File: config.mk
export PLATFORM = sky130hd
export DESIGN_NAME = lrcr_regs
export DESIGN_NICKNAME = d
export VERILOG_FILES = /design/src/rtl/lrcr_regs.v /design/src/rtl/lrcr_pin_sync.v /design/src/rtl/lrcr_pin_pick.v
export VERILOG_INCLUDE_DIRS = /design/src /design/src/shared
export SDC_FILE = /design/constraint.sdc
export NUM_CORES = 1
export LEC_CHECK = 0
export ABC_CLOCK_PERIOD_IN_PS = 2200
export BUFFER_PORTS_ARGS = -buffer_cell sky130_fd_sc_hd__buf_2
export CORE_UTILIZATION = 49
export CTS_BUF_LIST = sky130_fd_sc_hd__clkbuf_16
export CTS_CLUSTER_DIAMETER = 120
export DETAILED_ROUTE_END_ITERATION = 12
export GPL_ROUTABILITY_DRIVEN = 0
export PLACE_DENSITY_LB_ADDON = 0.12
export SETUP_SLACK_MARGIN = 0.15
export SLEW_MARGIN = 25
export SYNTH_ARGS = -nofsm -noshare
export SYNTH_HDL_FRONTEND = slang
export SYNTH_SLANG_ARGS = --single-unit
File: constraint.sdc
create_clock -name aclk -period 2.2 [get_ports aclk]
set_input_delay 0.44 -clock aclk [delete_from_list [all_inputs] [get_ports aclk]]
set_output_delay 0.44 -clock aclk [all_outputs]
set_load 0.02 [all_outputs]
File: src/shared/lrcr_map.vh
// Purpose: register offsets, field positions and reset values for the regulator control bank
// Assumes: AXI4-Lite 32-bit word per register, byte address = index * 4
// Notes: printed offsets are register indices, not byte addresses
`ifndef LRCR_MAP_VH
`define LRCR_MAP_VH
`define LRCR_IDX_SEVEN 8'h2c
`define LRCR_IDX_EIGHT 8'h2d
`define LRCR_IDX_NINE 8'h2e
`define LRCR_IDX_SEQ_CMD 8'h40
`define LRCR_IDX_STATUS 8'h41
`define LRCR_BIT_SEQ_TGT 7
`define LRCR_FLD_VPIN_HI 6
`define LRCR_FLD_VPIN_LO 5
`define LRCR_BIT_VSEL 4
`define LRCR_BIT_PD_OFF 3
`define LRCR_FLD_EPIN_HI 2
`define LRCR_FLD_EPIN_LO 1
`define LRCR_BIT_ON 0
`define LRCR_PIN_NONE 2'h0
`define LRCR_PIN_ONE 2'h1
`define LRCR_PIN_TWO 2'h2
`define LRCR_PIN_THIRTEEN 2'h3
`define LRCR_CTRL_RESET 8'h00
`define LRCR_RESP_OKAY 2'h0
`define LRCR_RESP_SLVERR 2'h2
`endif

File: src/rtl/lrcr_regs.v
// Purpose: control registers for regulators seven (tail fields), eight and nine
// Assumes: AXI4-Lite slave, 32-bit data; pins asynchronous; sequencer on aclk
// Notes: registers sit at index*4; reg seven holds only bits 2:0 here
//
// The AXI4-Lite register port was decided locally.
`timescale 1ns/100ps
`include "lrcr_map.vh"
module lrcr_regs (
  input wire aclk,
  input wire aresetn,
  input wire [9:0] s_axi_awaddr,
  input wire s_axi_awvalid,
  output wire s_axi_awready,
  input wire [31:0] s_axi_wdata,
  input wire [3:0] s_axi_wstrb,
  input wire s_axi_wvalid,
  output wire s_axi_wready,
  output reg [1:0] s_axi_bresp,
  output reg s_axi_bvalid,
  input wire s_axi_bready,
  input wire [9:0] s_axi_araddr,
  input wire s_axi_arvalid,
  output wire s_axi_arready,
  output reg [31:0] s_axi_rdata,
  output reg [1:0] s_axi_rresp,
  output reg s_axi_rvalid,
  input wire s_axi_rready,
  input wire general_pin_one,
  input wire general_pin_two,
  input wire general_pin_thirteen,
  input wire seq_apply,
  input wire seq_to_active,
  output wire reg_seven_on,
  output wire reg_eight_on,
  output wire reg_nine_on,
  output wire reg_eight_volt_choice,
  output wire reg_nine_volt_choice,
  output wire reg_seven_pulldown_en,
  output wire reg_eight_pulldown_en,
  output wire reg_nine_pulldown_en
);
  reg [7:0] ctl_seven_r;
  reg [7:0] ctl_eight_r;
  reg [7:0] ctl_nine_r;
  reg [7:0] ctl_seven_nxt;
  reg [7:0] ctl_eight_nxt;
  reg [7:0] ctl_nine_nxt;
  reg [9:0] aw_addr_r;
  reg aw_held_r;
  reg [31:0] w_data_r;
  reg w_strb0_r;
  reg w_held_r;
  reg [2:0] pin_evt_r;
  wire [2:0] pin_level;
  wire [2:0] pin_rise;
  wire [2:0] pin_fall;
  wire seven_en_up;
  wire seven_en_dn;
  wire eight_en_up;
  wire eight_en_dn;
  wire eight_v_up;
  wire eight_v_dn;
  wire nine_en_up;
  wire nine_en_dn;
  wire nine_v_up;
  wire nine_v_dn;
  wire wr_fire;
  wire [7:0] wr_idx;
  wire [7:0] rd_idx;
  wire [7:0] wbyte;
  wire wr_hit_seven;
  wire wr_hit_eight;
  wire wr_hit_nine;
  wire wr_hit_any;
  wire wr_store;
  reg [31:0] rd_word;
  reg rd_bad;

  lrcr_pin_sync u_sync (
    .aclk(aclk),
    .aresetn(aresetn),
    .pins_in({general_pin_thirteen, general_pin_two, general_pin_one}),
    .pins_level(pin_level),
    .pins_rise(pin_rise),
    .pins_fall(pin_fall)
  );

  lrcr_pin_pick u_pick_seven_en (
    .sel(ctl_seven_r[`LRCR_FLD_EPIN_HI:`LRCR_FLD_EPIN_LO]),
    .rise(pin_rise),
    .fall(pin_fall),
    .pin_up(seven_en_up),
    .pin_down(seven_en_dn)
  );

  lrcr_pin_pick u_pick_eight_en (
    .sel(ctl_eight_r[`LRCR_FLD_EPIN_HI:`LRCR_FLD_EPIN_LO]),
    .rise(pin_rise),
    .fall(pin_fall),
    .pin_up(eight_en_up),
    .pin_down(eight_en_dn)
  );

  lrcr_pin_pick u_pick_eight_v (
    .sel(ctl_eight_r[`LRCR_FLD_VPIN_HI:`LRCR_FLD_VPIN_LO]),
    .rise(pin_rise),
    .fall(pin_fall),
    .pin_up(eight_v_up),
    .pin_down(eight_v_dn)
  );

  lrcr_pin_pick u_pick_nine_en (
    .sel(ctl_nine_r[`LRCR_FLD_EPIN_HI:`LRCR_FLD_EPIN_LO]),
    .rise(pin_rise),
    .fall(pin_fall),
    .pin_up(nine_en_up),
    .pin_down(nine_en_dn)
  );

  lrcr_pin_pick u_pick_nine_v (
    .sel(ctl_nine_r[`LRCR_FLD_VPIN_HI:`LRCR_FLD_VPIN_LO]),
    .rise(pin_rise),
    .fall(pin_fall),
    .pin_up(nine_v_up),
    .pin_down(nine_v_dn)
  );

  // write channel: address and data accepted independently, held until both
  assign s_axi_awready = !aw_held_r && !s_axi_bvalid;
  assign s_axi_wready = !w_held_r && !s_axi_bvalid;
  assign wr_fire = aw_held_r && w_held_r && !s_axi_bvalid;
  assign wr_idx = aw_addr_r[9:2];
  assign wbyte = w_data_r[7:0];
  assign s_axi_arready = !s_axi_rvalid;
  assign rd_idx = s_axi_araddr[9:2];
  // unmapped indices answer with an error and store nothing
  assign wr_hit_seven = (wr_idx == `LRCR_IDX_SEVEN);
  assign wr_hit_eight = (wr_idx == `LRCR_IDX_EIGHT);
  assign wr_hit_nine = (wr_idx == `LRCR_IDX_NINE);
  assign wr_hit_any = wr_hit_seven || wr_hit_eight || wr_hit_nine;
  // a cleared low strobe keeps the byte but still answers okay
  assign wr_store = wr_fire && w_strb0_r;

  always @(posedge aclk)
  begin
    if (!aresetn)
    begin
      aw_held_r <= 1'b0;
      aw_addr_r <= 10'h000;
      w_held_r <= 1'b0;
      w_data_r <= 32'h00000000;
      w_strb0_r <= 1'b0;
      s_axi_bvalid <= 1'b0;
      s_axi_bresp <= `LRCR_RESP_OKAY;
    end
    else
    begin
      if (s_axi_awvalid && s_axi_awready)
      begin
        aw_held_r <= 1'b1;
        aw_addr_r <= s_axi_awaddr;
      end
      if (s_axi_wvalid && s_axi_wready)
      begin
        w_held_r <= 1'b1;
        w_data_r <= s_axi_wdata;
        w_strb0_r <= s_axi_wstrb[0];
      end
      if (wr_fire)
      begin
        aw_held_r <= 1'b0;
        w_held_r <= 1'b0;
        s_axi_bvalid <= 1'b1;
        if (wr_hit_any)
          s_axi_bresp <= `LRCR_RESP_OKAY;
        else
          s_axi_bresp <= `LRCR_RESP_SLVERR;
      end
      else if (s_axi_bvalid && s_axi_bready)
        s_axi_bvalid <= 1'b0;
    end
  end

  // software write first, then pin and sequencer events override the same cycle
  always @*
  begin
    ctl_seven_nxt = ctl_seven_r;
    ctl_eight_nxt = ctl_eight_r;
    ctl_nine_nxt = ctl_nine_r;
    if (wr_store)
    begin
      if (wr_hit_seven)
        ctl_seven_nxt = {5'h00, wbyte[2:0]};
      if (wr_hit_eight)
        ctl_eight_nxt = wbyte;
      if (wr_hit_nine)
        ctl_nine_nxt = wbyte;
    end
    if (seven_en_up)
      ctl_seven_nxt[`LRCR_BIT_ON] = 1'b1;
    else if (seven_en_dn)
      ctl_seven_nxt[`LRCR_BIT_ON] = 1'b0;
    if (eight_en_up)
      ctl_eight_nxt[`LRCR_BIT_ON] = 1'b1;
    else if (eight_en_dn)
      ctl_eight_nxt[`LRCR_BIT_ON] = 1'b0;
    if (eight_v_up)
      ctl_eight_nxt[`LRCR_BIT_VSEL] = 1'b0;
    else if (eight_v_dn)
      ctl_eight_nxt[`LRCR_BIT_VSEL] = 1'b1;
    if (nine_en_up)
      ctl_nine_nxt[`LRCR_BIT_ON] = 1'b1;
    else if (nine_en_dn)
      ctl_nine_nxt[`LRCR_BIT_ON] = 1'b0;
    if (nine_v_up)
      ctl_nine_nxt[`LRCR_BIT_VSEL] = 1'b0;
    else if (nine_v_dn)
      ctl_nine_nxt[`LRCR_BIT_VSEL] = 1'b1;
    if (seq_apply)
    begin
      // sequencer only where field is 00
      if (ctl_eight_r[`LRCR_FLD_EPIN_HI:`LRCR_FLD_EPIN_LO] == `LRCR_PIN_NONE)
        ctl_eight_nxt[`LRCR_BIT_ON] = ctl_eight_r[`LRCR_BIT_SEQ_TGT];
      if (ctl_nine_r[`LRCR_FLD_EPIN_HI:`LRCR_FLD_EPIN_LO] == `LRCR_PIN_NONE)
        ctl_nine_nxt[`LRCR_BIT_ON] = ctl_nine_r[`LRCR_BIT_SEQ_TGT];
      if (ctl_eight_r[`LRCR_FLD_VPIN_HI:`LRCR_FLD_VPIN_LO] == `LRCR_PIN_NONE)
        ctl_eight_nxt[`LRCR_BIT_VSEL] = !seq_to_active;
      if (ctl_nine_r[`LRCR_FLD_VPIN_HI:`LRCR_FLD_VPIN_LO] == `LRCR_PIN_NONE)
        ctl_nine_nxt[`LRCR_BIT_VSEL] = !seq_to_active;
    end
  end

  always @(posedge aclk)
  begin
    if (!aresetn)
    begin
      ctl_seven_r <= `LRCR_CTRL_RESET;
      ctl_eight_r <= `LRCR_CTRL_RESET;
      ctl_nine_r <= `LRCR_CTRL_RESET;
      pin_evt_r <= 3'h0;
    end
    else
    begin
      ctl_seven_r <= ctl_seven_nxt;
      ctl_eight_r <= ctl_eight_nxt;
      ctl_nine_r <= ctl_nine_nxt;
      // sticky record of pin edges, cleared by reading status
      if (s_axi_arvalid && s_axi_arready && rd_idx == `LRCR_IDX_STATUS)
        pin_evt_r <= pin_rise | pin_fall;
      else
        pin_evt_r <= pin_evt_r | pin_rise | pin_fall;
    end
  end

  // read mux kept apart so the answer register only latches its result
  always @*
  begin
    rd_word = 32'h00000000;
    rd_bad = 1'b0;
    case (rd_idx)
      `LRCR_IDX_SEVEN: rd_word = {24'h000000, ctl_seven_r};
      `LRCR_IDX_EIGHT: rd_word = {24'h000000, ctl_eight_r};
      `LRCR_IDX_NINE: rd_word = {24'h000000, ctl_nine_r};
      `LRCR_IDX_STATUS: rd_word = {26'h0000000, pin_evt_r, pin_level};
      default:
      begin
        rd_word = 32'h00000000;
        rd_bad = 1'b1;
      end
    endcase
  end

  // read channel: one cycle answer
  always @(posedge aclk)
  begin
    if (!aresetn)
    begin
      s_axi_rvalid <= 1'b0;
      s_axi_rdata <= 32'h00000000;
      s_axi_rresp <= `LRCR_RESP_OKAY;
    end
    else if (s_axi_arvalid && s_axi_arready)
    begin
      s_axi_rvalid <= 1'b1;
      s_axi_rdata <= rd_word;
      s_axi_rresp <= rd_bad ? `LRCR_RESP_SLVERR : `LRCR_RESP_OKAY;
    end
    else if (s_axi_rvalid && s_axi_rready)
      s_axi_rvalid <= 1'b0;
  end

  assign reg_seven_on = ctl_seven_r[`LRCR_BIT_ON];
  assign reg_eight_on = ctl_eight_r[`LRCR_BIT_ON];
  assign reg_nine_on = ctl_nine_r[`LRCR_BIT_ON];
  // voltage choice straight from the bit
  assign reg_eight_volt_choice = ctl_eight_r[`LRCR_BIT_VSEL];
  assign reg_nine_volt_choice = ctl_nine_r[`LRCR_BIT_VSEL];
  // pull-down only while disabled and not turned off
  assign reg_seven_pulldown_en = 1'b0;
  assign reg_eight_pulldown_en = !ctl_eight_r[`LRCR_BIT_PD_OFF] && !reg_eight_on;
  assign reg_nine_pulldown_en = !ctl_nine_r[`LRCR_BIT_PD_OFF] && !reg_nine_on;
endmodule // lrcr_regs

File: src/rtl/lrcr_pin_sync.v
// Purpose: two-flop synchroniser and edge detector for the three general pins
// Assumes: pins are asynchronous to aclk
// Notes: edge pulses last one cycle
`timescale 1ns/100ps
module lrcr_pin_sync (
  input wire aclk,
  input wire aresetn,
  input wire [2:0] pins_in,
  output wire [2:0] pins_level,
  output wire [2:0] pins_rise,
  output wire [2:0] pins_fall
);
  reg [2:0] meta_r;
  reg [2:0] sync_r;
  reg [2:0] prev_r;
  // only sync_r reads the first stage
  always @(posedge aclk)
  begin
    if (!aresetn)
    begin
      meta_r <= 3'h0;
      sync_r <= 3'h0;
      prev_r <= 3'h0;
    end
    else
    begin
      meta_r <= pins_in;
      sync_r <= meta_r;
      prev_r <= sync_r;
    end
  end
  assign pins_level = sync_r;
  assign pins_rise = sync_r & ~prev_r;
  assign pins_fall = ~sync_r & prev_r;
endmodule // lrcr_pin_sync

File: src/rtl/lrcr_pin_pick.v
// Purpose: decode a two-bit pin-control field into one pin's edges
// Assumes: edges come from lrcr_pin_sync
// Notes: field 00 yields no edges, leaving the sequencer in charge for eight and nine
`timescale 1ns/100ps
`include "lrcr_map.vh"
module lrcr_pin_pick (
  input wire [1:0] sel,
  input wire [2:0] rise,
  input wire [2:0] fall,
  output reg pin_up,
  output reg pin_down
);
  always @*
  begin
    pin_up = 1'b0;
    pin_down = 1'b0;
    case (sel)
      `LRCR_PIN_ONE:
      begin
        pin_up = rise[0];
        pin_down = fall[0];
      end
      `LRCR_PIN_TWO:
      begin
        pin_up = rise[1];
        pin_down = fall[1];
      end
      `LRCR_PIN_THIRTEEN:
      begin
        pin_up = rise[2];
        pin_down = fall[2];
      end
      default:
      begin
        pin_up = 1'b0;
        pin_down = 1'b0;
      end
    endcase
  end
endmodule // lrcr_pin_pick

After elaboration in Yosys (flattened, before gate mapping):

Cells that the tools add are included.
Widths: inputs -> output; s select.

* equal/unequal tests: 22
* muxes and demuxes: 42
* bitwise gates (word level): 8
* reductions and logical operators: 38

Operator list (number)
* $eq 8x6->1 const B: 6
* $pmux 8 s4: 1
* $pmux 1 s3: 10
* $mux 1: 24
* $eq 2x2->1 const B: 10
* $mux 5: 4
* $logic_and 1x1->1: 13
* $eq 2x1->1 const B: 5
* $logic_not 1->1: 9
* $or 3x3->3: 3
* $eq 8x7->1 const B: 1
* $logic_not 2->1: 4
* $reduce_and 2->1: 4
* $and 3x3->3: 2
* $not 3->3: 2
* $reduce_bool 3->1: 2
* $mux 2: 2
* $reduce_bool 2->1: 2
* $reduce_or 4->1: 1
* $mux 3: 1
* $logic_or 1x1->1: 2
* $reduce_or 2->1: 1
* $not 1->1: 1

* flip-flop bits (word level): 90

Depth between registers and ports, before layout:

* word-level depth: 8
* gate-level depth with buffers: 5

Hierarchy:

From an unflattened synthesis, not the netlist that was laid out.

* cells, all modules: 367
* area total of the unflattened synthesis: 3200.6 µm²

Modules (own cells, without submodules)
* lrcr_regs: instances 1, cells each 318, area each 2695.1 µm²
* lrcr_pin_sync: instances 1, cells each 24, area each 274.0 µm²
* lrcr_pin_pick: instances 5, cells each 5, area each 46.3 µm²

Least setup slack after synthesis:

No wires, ideal clock.

* path type: reg2reg
* start: reg aw_addr_r[6]
* end: reg ctl_eight_r[4]
* data arrival time: 1566 ps
* data required time: 2069 ps
* setup slack: 503 ps
* cell stages (with the launch flop): 6
* cells stage by stage: dfxtp_1 nand4bb_4 or4_4 buf_6 a221oi_2 o31ai_1

* word-level cells in the longest chain between the ends: 7

Ends and longest elaborated chain
* start: declaration: line lrcr_regs.v:48 `reg [9:0] aw_addr_r;`
* start signal: assignment: line lrcr_regs.v:161 `aw_addr_r <= s_axi_awaddr;`
* $eq 8x6->1 (no line) *
* $mux 5 *: line lrcr_regs.v:194 `if (wr_hit_eight)`
* $mux 5 *: line lrcr_regs.v:190 `if (wr_store)`
* $mux 1 *: line lrcr_regs.v:209 `else if (eight_v_dn)`
* $mux 1 *: line lrcr_regs.v:207 `if (eight_v_up)`
* $mux 1: line lrcr_regs.v:226 `` if (ctl_eight_r[`LRCR_FLD_VPIN_HI:`LRCR_FLD_VPIN_LO] == `LRCR_PIN_NONE) ``
* $mux 1 *: line lrcr_regs.v:219 `if (seq_apply)`
* end signal: assignment: line lrcr_regs.v:238 `` ctl_eight_r <= `LRCR_CTRL_RESET; ``
* end signal: assignment: line lrcr_regs.v:245 `ctl_eight_r <= ctl_eight_nxt;`
* end: declaration: line lrcr_regs.v:43 `reg [7:0] ctl_eight_r;`

Every way passes the cells marked *; elsewhere a longest branch is shown, timed or not.
A chain may end at the register's enable or synchronous reset.

Final worst setup path:

Ends and elaborated chain as after synthesis.

==> results.toml <==
[run_status]
status = "completed"

[finish]
final_layout_size_suffix_gt1_share_pct = 23.2
mostFrequentLayoutCell = "sky130_fd_sc_hd__dfxtp_1"
most-common-layout-cells = "sky130_fd_sc_hd__dfxtp_1, sky130_fd_sc_hd__buf_2, sky130_fd_sc_hd__nand2_1, sky130_fd_sc_hd__nor2_1, sky130_fd_sc_hd__conb_1"
area_growth_syn_to_layout_pct = 17.8
antennaDiodeCount = 0
final_nets = 459
fin_util_pct = 60.2

[sta]
rsz0062_at_grt = "no"
finClkSkew_ps = 6.24
fin_crit_sh_pct = 81.2
report.final.setup_viol = 0
timing.final.ws_setup_ps = 414
finalHoldWorstSlack_ps = 303
setup_total_negative_slack_ps = 0
finalHoldViolCount = 0
achievable-frequency_mhz = 560
finalCriticalPeriod_ps = 1790
slew_violations = 0

[synthesis]
synthFlopType = "sky130_fd_sc_hd__dfxtp_1"
ys_seq_elements = 62
netlist-cell-type-count = 47
yosysWarningCount = 0
ys_async_sr_fraction_pct = 0
synth.yosys.seq_area_share_pct = 40.8
syn_inst = 331
post_synth_edffs = 0
syn-cell-area_um2 = 3040
synth_area_per_cell_um2 = 9.19
share_of_yosys_cell_area_claimed_by_the_top_area_cell_type_pct = 40.8
yosysTopAreaCell = "sky130_fd_sc_hd__dfxtp_1"
synth_top_cells_by_area = "sky130_fd_sc_hd__dfxtp_1, sky130_fd_sc_hd__mux2i_1, sky130_fd_sc_hd__buf_4"

[floorplan]
placeable_core_region_um2 = 5960
floorplan.initialDensity_pct = 51.1
fp-row-count = 28
die_x_um = 80.8
fp.dieArea_um2 = 6530
ios = 117
die_y_um = 80.8

[detailed_routing]
post_drt_wl_per_cell_um = 14.2
vias = 2474
drc_viols = 0
drt_wl_total_um = 6710
post_drt_via_cell_ratio = 5.25
drt-initial-drc-count = 86
detail-route-antenna-nets = 0
detailedRoute.firstPassIterationCount = 4

[global_route]
grt_use_total_pct = 22.5
grt_overflow_total = 0
number_of_global_route_vias_before_repair = 2241
grt_max_degree = 29
grt_pass1_wl_um = 10900
antenna_found_initial = 0

[pwr]
totalPowerFinal_mw = 2.82
peakVddDrop_uv = 527
seq_power_share_pct = 43.1
comb_power_share_pct = 9.8
power.density_cell_area_nw_per_um2 = 786
power.share.clock_pct = 47.0
leakage_nw = 1.54
psw_uw = 693
p_sw_share_pct = 24.6
intPower_mw = 2.13

[clock_network]
cts_inserted_buffers = 9
h-tree-depth = 3
ctsHoldBuffers = 0
library_cell_used_as_clock_root_buffer = "sky130_fd_sc_hd__clkbuf_16"
clock_sink_count = 62
clock_insertion_delay_worst_skew_ps = 320
post_cts.resized_instances = 0
ctsLongestPathBuffers = 2
clkTransAtPathRegs_ps = 50
cts.repair_timing.setup_buffer_count = 0
clock_tree_from_tritoncts = "done"

[hold_path]
hold_path_depth = 2
hold_path.startpoint = "s_axi_rready"
hold_class = "primary input to flip-flop"
endpoint_of_the_worst_hold_path = "s_axi_rvalid"

[run]
maxCapViolations = 0

[setup_path]
regToRegEndpoint = "ctl_eight_r[4]"
setup.worst_path.class = "flip-flop to flip-flop"
worst_setup_path_start_kind = "flip-flop"
capturing_element_type_of_the_critical_path = "flip-flop"
regToRegSetupSlack_ps = 410
critical_path_arrival_ps = 1990
worst-r2r-cell-count = 4
critical_path.max_fanout = 8
crit_required_ps = 2400
critical_path.reg2reg.startpoint = "aw_addr_r[6]"

[placed_design]
buffers_added_on_ports = 58
hpwl_um = 4990
placement.setup.worst_slack_ps = 406
[power groups by stage]
stage | Combinational (mW) | Clock (mW) | Sequential, mW
floorplan | 0.225 | 0 | 1.24
detailed placement | 0.277 | 0 | 1.24
CTS | 0.278 | 1.35 | 1.21
global route | 0.311 | 1.40 | 1.22
finish | 0.278 | 1.33 | 1.22
global placement | 0.274 | 0 | 1.23
[final cells by class]
type	instances	area (um^2)
Clock inverter	7	57.6
Clock buffer	9	225
Multi-Input combinational cell	249	1620
Fill cell	550	2370
Sequential cell	62	1240
Tap cell	75	93.8
Timing Repair Buffer	63	328
Inverter	6	22.5
[critical path, cell delays in order (launching register included)]
cell	delay, ps
sky130_fd_sc_hd__dfxtp_1	310
sky130_fd_sc_hd__nand4bb_4	300
sky130_fd_sc_hd__or4_4	670
sky130_fd_sc_hd__a221oi_2	300
sky130_fd_sc_hd__o31ai_1	90
[logic make-up after synthesis]
logic type             after synthesis  synth area share (%)
buffers and inverters               46                  9.25
other                                1                 0.123
multiplexers                        28                  10.9
AO/OA/AOI/OAI                       64                  14.9
AND/OR/NAND/NOR                    130                  24.0
flip-flops                          62                  40.8
[registers in the layout, summed over array words and instances, names as in the netlist, 3 cells and up]
register           flops
ctl_nine_r             8
s_axi_rdata            8
ctl_eight_r            8
ctl_seven_r            3
w_data_r               8
u_sync.prev_r          3
aw_addr_r              8
u_sync.meta_r          3
pin_evt_r              3
u_sync.pins_level      3
[routing by layer]
metal / routed length [um] / GRT usage (%) / share of wire (%)
met1: 3170 / 28.8 / 47
met2: 3070 / 35.0 / 46
met3: 358 / 5.17 / 5.3
met4: 110 / 12.0 / 1.6
met5: 0 / 0 / 0
[cell usage after synthesis, types with 2 or more instances]
master and instances:
sky130_fd_sc_hd__o41ai_1 2, sky130_fd_sc_hd__nand4b_1 2, sky130_fd_sc_hd__clkbuf_1 10, sky130_fd_sc_hd__a211oi_1 4
sky130_fd_sc_hd__o2bb2ai_1 3, sky130_fd_sc_hd__a22o_1 8, sky130_fd_sc_hd__and3_1 2, sky130_fd_sc_hd__nor2b_1 10
sky130_fd_sc_hd__buf_1 2, sky130_fd_sc_hd__and2_1 11, sky130_fd_sc_hd__mux2_2 2, sky130_fd_sc_hd__or3_1 3
sky130_fd_sc_hd__nor2_1 29, sky130_fd_sc_hd__mux4_2 4, sky130_fd_sc_hd__a22oi_1 7, sky130_fd_sc_hd__or4bb_1 2
sky130_fd_sc_hd__nand3_1 6, sky130_fd_sc_hd__mux2i_1 22, sky130_fd_sc_hd__and4b_1 2, sky130_fd_sc_hd__nand2b_1 5
sky130_fd_sc_hd__buf_4 27, sky130_fd_sc_hd__o31ai_1 3, sky130_fd_sc_hd__dfxtp_1 62, sky130_fd_sc_hd__inv_1 6
sky130_fd_sc_hd__nand2_1 45, sky130_fd_sc_hd__o22ai_1 4, sky130_fd_sc_hd__a21oi_1 26, sky130_fd_sc_hd__nor4_4 2
sky130_fd_sc_hd__nand3b_1 2
[worst max-delay path by stage]
stage          slack [ps]              to  cells past startpoint       startpoint
6_report              410  ctl_eight_r[4]                      4     aw_addr_r[6]
3_5_place_dp          410  ctl_eight_r[4]                      4     aw_addr_r[6]
3_3_place_gp          430  s_axi_rdata[3]                      5  s_axi_araddr[4]
4_1_cts               400  ctl_eight_r[4]                      4     aw_addr_r[6]
5_1_grt               330  ctl_eight_r[4]                      4     aw_addr_r[6]
2_1_floorplan         500  ctl_eight_r[4]                      5     aw_addr_r[6]
[stage by stage]
| stage | std cells | cell area [um^2] |
|---|---|---|
| finish | 471 | 3590 |
| global placement | 455 | 3300 |
| floorplan | 357 | 3140 |
| global route | 471 | 3590 |
| detailed placement | 455 | 3300 |
| CTS | 471 | 3590 |
(Power assumes the default switching activity.)
